[config.mk]
export PLATFORM = sky130hd
export DESIGN_NAME = eissm_mux
export DESIGN_NICKNAME = d
export VERILOG_FILES = /design/src/rtl/eissm_pkg.sv /design/src/rtl/eissm_mux.sv
export VERILOG_INCLUDE_DIRS = /design/src /design/src/rtl
export SDC_FILE = /design/constraint.sdc
export NUM_CORES = 1
export LEC_CHECK = 0
export BUFFER_PORTS_ARGS = -buffer_cell sky130_fd_sc_hd__buf_2
export CORE_MARGIN = 2
export CORE_UTILIZATION = 52
export CTS_CLUSTER_SIZE = 16
export DETAILED_ROUTE_END_ITERATION = 12
export MAX_ROUTING_LAYER = met4
export PLACE_DENSITY_LB_ADDON = 0.1
export SETUP_SLACK_MARGIN = 0.05
export SLEW_MARGIN = 20
export SYNTH_ARGS = -nofsm -noshare
export SYNTH_HDL_FRONTEND = slang
export SYNTH_SLANG_ARGS = --single-unit
[constraint.sdc]
create_clock -name pclk -period 5.3 [get_ports pclk]
set_clock_uncertainty 0.1 [all_clocks]
set_input_delay 0 -clock pclk [delete_from_list [all_inputs] [get_ports pclk]]
set_output_delay 0 -clock pclk [all_outputs]
set_load 0.005 [all_outputs]
[src/rtl/eissm_cfg.svh]
// Offsets, field positions and reset values of the interrupt source selector
// Assumes inclusion by the selector module and the bench only
`ifndef EISSM_CFG_SVH
`define EISSM_CFG_SVH

`define EISSM_OFF_SEL_0_3      12'h008
`define EISSM_OFF_SEL_4_7      12'h00c
`define EISSM_OFF_SEL_8_11     12'h010
`define EISSM_OFF_SEL_12_15    12'h014
`define EISSM_OFF_REMAP2       12'h01c
`define EISSM_SEL_RESET        16'h0000
`define EISSM_REMAP2_RESET     1'b0
`define EISSM_RELEASE_BIT      10
`define EISSM_SEL_W            4
`define EISSM_SEL_MAX_CODE     4'h6
`define EISSM_SEL_FIELD_MSB    15

`endif

[src/rtl/eissm_pkg.sv]
// Types of the interrupt source selector
// Assumes eissm_cfg.svh holds the offsets and reset values; the port codes 0 to 6 are defined here
package eissm_pkg;
    typedef enum logic [3:0] {
        EISSM_PORT_A = 4'h0,
        EISSM_PORT_B = 4'h1,
        EISSM_PORT_C = 4'h2,
        EISSM_PORT_D = 4'h3,
        EISSM_PORT_E = 4'h4,
        EISSM_PORT_F = 4'h5,
        EISSM_PORT_G = 4'h6
    } eissm_port_t;
endpackage

[src/rtl/eissm_mux.sv]
// External interrupt source selector with address-valid pin release, APB slave
// Assumes pclk domain inputs; port pins arrive synchronous to pclk
//
// Function
// Lines 4 to 7 take their numbered pin from the port picked by 4-bit codes 0 to 6 in bits 15:0.
// Lines 8 to 11 take their numbered pin from the port picked by ascending 4-bit codes from port A.
// Lines 12 to 15 take their numbered pin likewise, codes above 6 being reserved.
// Every selector reads zero after reset so each line starts on port A.
// With release bit 10 clear the address-valid strobe drives its pin.
// With release bit 10 set the strobe is cut from its pin, leaving it free.
// The release bit changes only by software writes.
// Lines 0 to 3 use the same encoding in a register at offset 0x08.
// Reserved bits ignore writes and read zero, and a reserved code connects no pin.
//
// Our own choice: the APB interface to the registers.
`timescale 1ns/1ns
`include "eissm_cfg.svh"

module eissm_mux #(
    parameter int LINES = 16,
    parameter int PORTS = 7
) (
    input  wire logic                 pclk,
    input  wire logic                 presetn,
    input  wire logic                 psel,
    input  wire logic                 penable,
    input  wire logic                 pwrite,
    input  wire logic [11:0]          paddr,
    input  wire logic [31:0]          pwdata,
    output logic      [31:0]          prdata,
    output logic                      pready,
    output logic                      pslverr,
    input  wire logic [LINES-1:0]     port_a_pins,
    input  wire logic [LINES-1:0]     port_b_pins,
    input  wire logic [LINES-1:0]     port_c_pins,
    input  wire logic [LINES-1:0]     port_d_pins,
    input  wire logic [LINES-1:0]     port_e_pins,
    input  wire logic [LINES-1:0]     port_f_pins,
    input  wire logic [LINES-1:0]     port_g_pins,
    output logic      [LINES-1:0]     ext_int_lines,
    input  wire logic                 addr_valid_strobe,
    output logic                      addr_valid_pin,
    output logic                      addr_valid_pin_oe
);

    // ------------------------------------------------------------
    // Registers
    // ------------------------------------------------------------
    logic [3:0]  line_port_selector_reg [LINES];
    logic        addr_valid_pin_release_reg;
    logic        setup_phase;
    logic        wr_en;
    logic [1:0]  sel_group;
    logic        sel_hit;
    logic        remap_hit;
    logic [31:0] rd_next;

    // No wait states: answer in the first access cycle
    assign setup_phase = psel && !penable;
    assign wr_en       = psel && penable && pwrite && pready;

    always_comb begin
        sel_hit   = 1'b1;
        sel_group = 2'd0;
        remap_hit = 1'b0;
        case (paddr)
            `EISSM_OFF_SEL_0_3:   sel_group = 2'd0;
            `EISSM_OFF_SEL_4_7:   sel_group = 2'd1;
            `EISSM_OFF_SEL_8_11:  sel_group = 2'd2;
            `EISSM_OFF_SEL_12_15: sel_group = 2'd3;
            `EISSM_OFF_REMAP2: begin
                sel_hit   = 1'b0;
                remap_hit = 1'b1;
            end
            default:              sel_hit = 1'b0;
        endcase
    end

    // ------------------------------------------------------------
    // Selector storage and routing, one slice per line
    // ------------------------------------------------------------
    genvar gi;
    generate
        for (gi = 0; gi < LINES; gi++) begin : g_line
            localparam int GRP = gi / 4;
            localparam int LSB = (gi % 4) * 4;
            logic pin_pick;

            always_ff @(posedge pclk or negedge presetn) begin
                if (!presetn) begin
                    line_port_selector_reg[gi] <= 4'h0;
                end else if (wr_en && sel_hit && sel_group == GRP[1:0]) begin
                    // Upper half of the word is never stored
                    line_port_selector_reg[gi] <= pwdata[LSB +: 4];
                end
            end

            // Reserved codes give a quiet low line
            always_comb begin
                case (line_port_selector_reg[gi])
                    eissm_pkg::EISSM_PORT_A: pin_pick = port_a_pins[gi];
                    eissm_pkg::EISSM_PORT_B: pin_pick = port_b_pins[gi];
                    eissm_pkg::EISSM_PORT_C: pin_pick = port_c_pins[gi];
                    eissm_pkg::EISSM_PORT_D: pin_pick = port_d_pins[gi];
                    eissm_pkg::EISSM_PORT_E: pin_pick = port_e_pins[gi];
                    eissm_pkg::EISSM_PORT_F: pin_pick = port_f_pins[gi];
                    eissm_pkg::EISSM_PORT_G: pin_pick = port_g_pins[gi];
                    default:                 pin_pick = 1'b0;
                endcase
            end

            // Registered to keep outputs glitch free; costs one cycle of latency
            always_ff @(posedge pclk or negedge presetn) begin
                if (!presetn) begin
                    ext_int_lines[gi] <= 1'b0;
                end else begin
                    ext_int_lines[gi] <= pin_pick;
                end
            end
        end
    endgenerate

    // ------------------------------------------------------------
    // Address-valid pin release
    // ------------------------------------------------------------
    always_ff @(posedge pclk or negedge presetn) begin
        if (!presetn) begin
            addr_valid_pin_release_reg <= `EISSM_REMAP2_RESET;
        end else if (wr_en && remap_hit) begin
            // Only a bus write moves it
            addr_valid_pin_release_reg <= pwdata[`EISSM_RELEASE_BIT];
        end
    end

    always_ff @(posedge pclk or negedge presetn) begin
        if (!presetn) begin
            addr_valid_pin    <= 1'b0;
            addr_valid_pin_oe <= 1'b1;
        end else if (!addr_valid_pin_release_reg) begin
            addr_valid_pin    <= addr_valid_strobe;
            addr_valid_pin_oe <= 1'b1;
        end else begin
            addr_valid_pin    <= 1'b0;
            addr_valid_pin_oe <= 1'b0;
        end
    end

    // ------------------------------------------------------------
    // APB read path
    // ------------------------------------------------------------
    always_comb begin
        rd_next = 32'h0000_0000;
        if (sel_hit) begin
            for (int k = 0; k < 4; k++) begin
                rd_next[k*4 +: 4] = line_port_selector_reg[sel_group*4 + k];
            end
        end else if (remap_hit) begin
            rd_next[`EISSM_RELEASE_BIT] = addr_valid_pin_release_reg;
        end
    end

    always_ff @(posedge pclk or negedge presetn) begin
        if (!presetn) begin
            pready  <= 1'b0;
            pslverr <= 1'b0;
            prdata  <= 32'h0000_0000;
        end else if (setup_phase) begin
            pready  <= 1'b1;
            pslverr <= !(sel_hit || remap_hit);
            prdata  <= pwrite ? 32'h0000_0000 : rd_next;
        end else begin
            pready  <= 1'b0;
            pslverr <= 1'b0;
            prdata  <= 32'h0000_0000;
        end
    end

endmodule

==> flow_summary_export.csv <==
group,metric,value,unit
status,status,"finished, final reports clean",
cts,ctsHtreeMaxLevel,3,
hold_path,holdCritPathClass,"in -> reg",
timing,tightest_slew,1.10,ns
critical_path,worstPathRequired,5.45,ns
global_routing,grt_pass1_vias,4379,
critical_path,path_max_fanout,19,
cells_and_area,design_area,6850,um2
timing,finalSetupViolCount,0,
synth,yosys_most_used_dff,"dfrtp_1",
synth,synth_top_area_frac,0.478,
floorplan,ios,214,
timing,slew-limit-headroom,0.259,
floorplan,fp.dieW,104,um
cts,ctsResizeCount,0,
synth,synth_area_per_cell,12.7,um2
cells_and_area,largest_reg_flops,64,
cells_and_area,finish.utilization,0.701,
drt,wl_per_cell,17.1,um
floorplan,num_rows,36,
placement,portBuffers,181,
cells_and_area,diodes,0,
cells_and_area,drive_gt1_frac,0.473,
critical_path,crit_type,"in -> reg",
global_routing,grt_util_all_layers,0.259,
critical_path,path_buf_inv,1,
pwr,power.leakage,3.19,nW
synth,ys_types,42,
drt,final_antenna_net_count,0,
drt,drt_pass1_iterations,4,
cts,clk_pin_slew,0.09,ns
timing,setup_ws,2.70,ns
cells_and_area,layout_common_cells,"buf_2 (180), dfrtp_1 (100), mux2_2 (81)",
drt,vias_per_cell,5.43,
floorplan,die_y,104,um
critical_path,path_delay_family,"simple AND/OR/NAND/NOR gates",
cells_and_area,layout.nets,795,
floorplan,start_util,0.535,
drt,vias,4186,
global_routing,overflow,0,
pwr,irDropWorstVdd,0.157,mV
cts,cts.path.max_buffers,2,
cells_and_area,area_growth,30.9,%
synth,netlist_top_cells_area,"dfrtp_1 (48%), mux2_2 (17%), mux4_2 (6.9%)",
synth,ys_ff_latch,101,
timing,fmax,0.385,GHz
cts,tritoncts,"built",
cts,numCtsBuffers,9,
timing,setup_tns,0,ns
floorplan,die_area,10900,um2
cts,clk_latency,0.36,ns
critical_path,crit_chain,"buf_2, nor4_4, and4_4, nor3b_4, mux2_2",
timing,fin_crit_sh,0.490,
critical_path,startpoint_type,"input pin",
placement,gp_congestion,0.798,
synth,ys_warn_count,0,
critical_path,slowest_delay,0.95,ns
timing,drv_slew,0,
cts,cts_sinks,101,
critical_path,cp.arrival,2.75,ns
synth,netlist_area,5230,um2
floorplan,coreArea,9770,um2
synth,synth_cells,411,
timing,grt_setup_unrepaired,"false",
global_routing,antenna_found_initial,0,
global_routing,grt_first_pass_wirelength,21.7,mm
global_routing,grt_max_degree,61,
cts,cts-root-buf,"clkbuf_8",
placement,dp_slack,2.37,ns
timing,hold-worst-slack,0.00585,ns
synth,synth_edf_count,0,
placement,dp_hpwl,9.26,mm
cts,cts_hold_buf,50,
timing,finalCriticalPeriod,2.60,ns
timing,hold_viol_final,0,
synth,ys_seq_area_frac,0.483,
drt,drcViolationCount,0,
pwr,p_per_area,201,nW/um2
placement,dpl-instance-area,6170,um2
cells_and_area,n_fill_cell,758,
drt,drt-initial-drc-count,136,
synth,yosysTopAreaCell,"dfrtp_1",
cts,postCtsSetupBuffers,0,
critical_path,end_kind,"flop",
critical_path,cpMaxStageDelayCell,"nor4_4",
synth,synthArstFlopShare,1.00,
flow_run,timing.max_cap.violations,0,
cells_and_area,final_common_cell,"buf_2",
drt,drt_wl_total,13.2,mm
logic make-up (layout without fill, tap and decap cells):
kind of cell,count (synthesis),in the layout,share of synthesized area
flops,101,101,0.483
simple gates,76,76,0.0935
mux,113,113,0.274
compound gates,67,67,0.0963
other cells,1,16,0.000717
buf+inv,53,265,0.0526
worst register-to-register path, cell delays in order, from the launching register on:
cell and delay, ns:
dfrtp_1 0.36, and4_1 0.25, and4_4 0.27, nor3b_4 0.81, mux2_2 0.43
worst paths after layout:
path	start	depth (start not counted)	end	slack, ns
max	paddr[9]	5	line_port_selector_reg[18]$_DFFE_PN0P_	2.70
min	port_b_pins[10]	5	ext_int_lines[10]$_DFF_PN0_	0.006
max reg2reg	pready$_DFF_PN0_	4	line_port_selector_reg[18]$_DFFE_PN0P_	2.97
min reg2reg	addr_valid_pin_release_reg$_DFFE_PN0P_	1	addr_valid_pin_oe$_DFF_PN1_	0.33
max in group asynchronous	presetn	3	ext_int_lines[2]$_DFF_PN0_	3.89
min in group asynchronous	presetn	2	ext_int_lines[14]$_DFF_PN0_	0.06
cells in the mapped netlist, types with 3 or more instances:
cell and number:
dfrtp_1 100, nand3b_1 13, nor4_1 15, nor2b_1 4, a32oi_1 15, buf_2 4
nand4_1 3, a31oi_1 4, mux2i_1 16, o2bb2ai_1 15, buf_4 17, a211oi_1 5
o211ai_1 12, mux4_2 16, nor2_1 22, o21ai_0 13, clkbuf_1 13, mux2_2 81
inv_1 16
stage by stage:
| step | total power, mW | std cells |
|---|---|---|
| floorplan | 0.845 | 426 |
| global placement | 0.920 | 705 |
| detailed placement | 0.925 | 705 |
| CTS | 1.39 | 771 |
| global route | 1.44 | 771 |
| finish | 1.38 | 771 |
cell type report:
class	count	area, um2	area share
Timing Repair Buffer	233	1420	0.208
Clock buffer	13	159	0.0232
Inverter	16	60.1	0.00876
Sequential cell	101	2530	0.369
Multi-Input combinational cell	272	2490	0.364
Clock inverter	3	20.0	0.00292
Tap cell	133	166	0.0243
report_power, final:
group	internal [mW]	total, mW	switching [mW]
logic	0.0826	0.154	0.0717
registers	0.777	0.779	0.00209
clock network	0.196	0.446	0.250
routing by layer:
| metal | routed length, um | share of wire | track usage | vias to the layer above |
|---|---|---|---|---|
| li1 | - | - | - | 1979 |
| met1 | 5630 | 0.43 | 0.320 | 2066 |
| met2 | 6790 | 0.51 | 0.446 | 131 |
| met3 | 668 | 0.051 | 0.0514 | 10 |
| met4 | 127 | 0.0096 | 0.0492 | 0 |
| met5 | 0 | 0 | - | - |
Power figures use the tool's default switching activity.
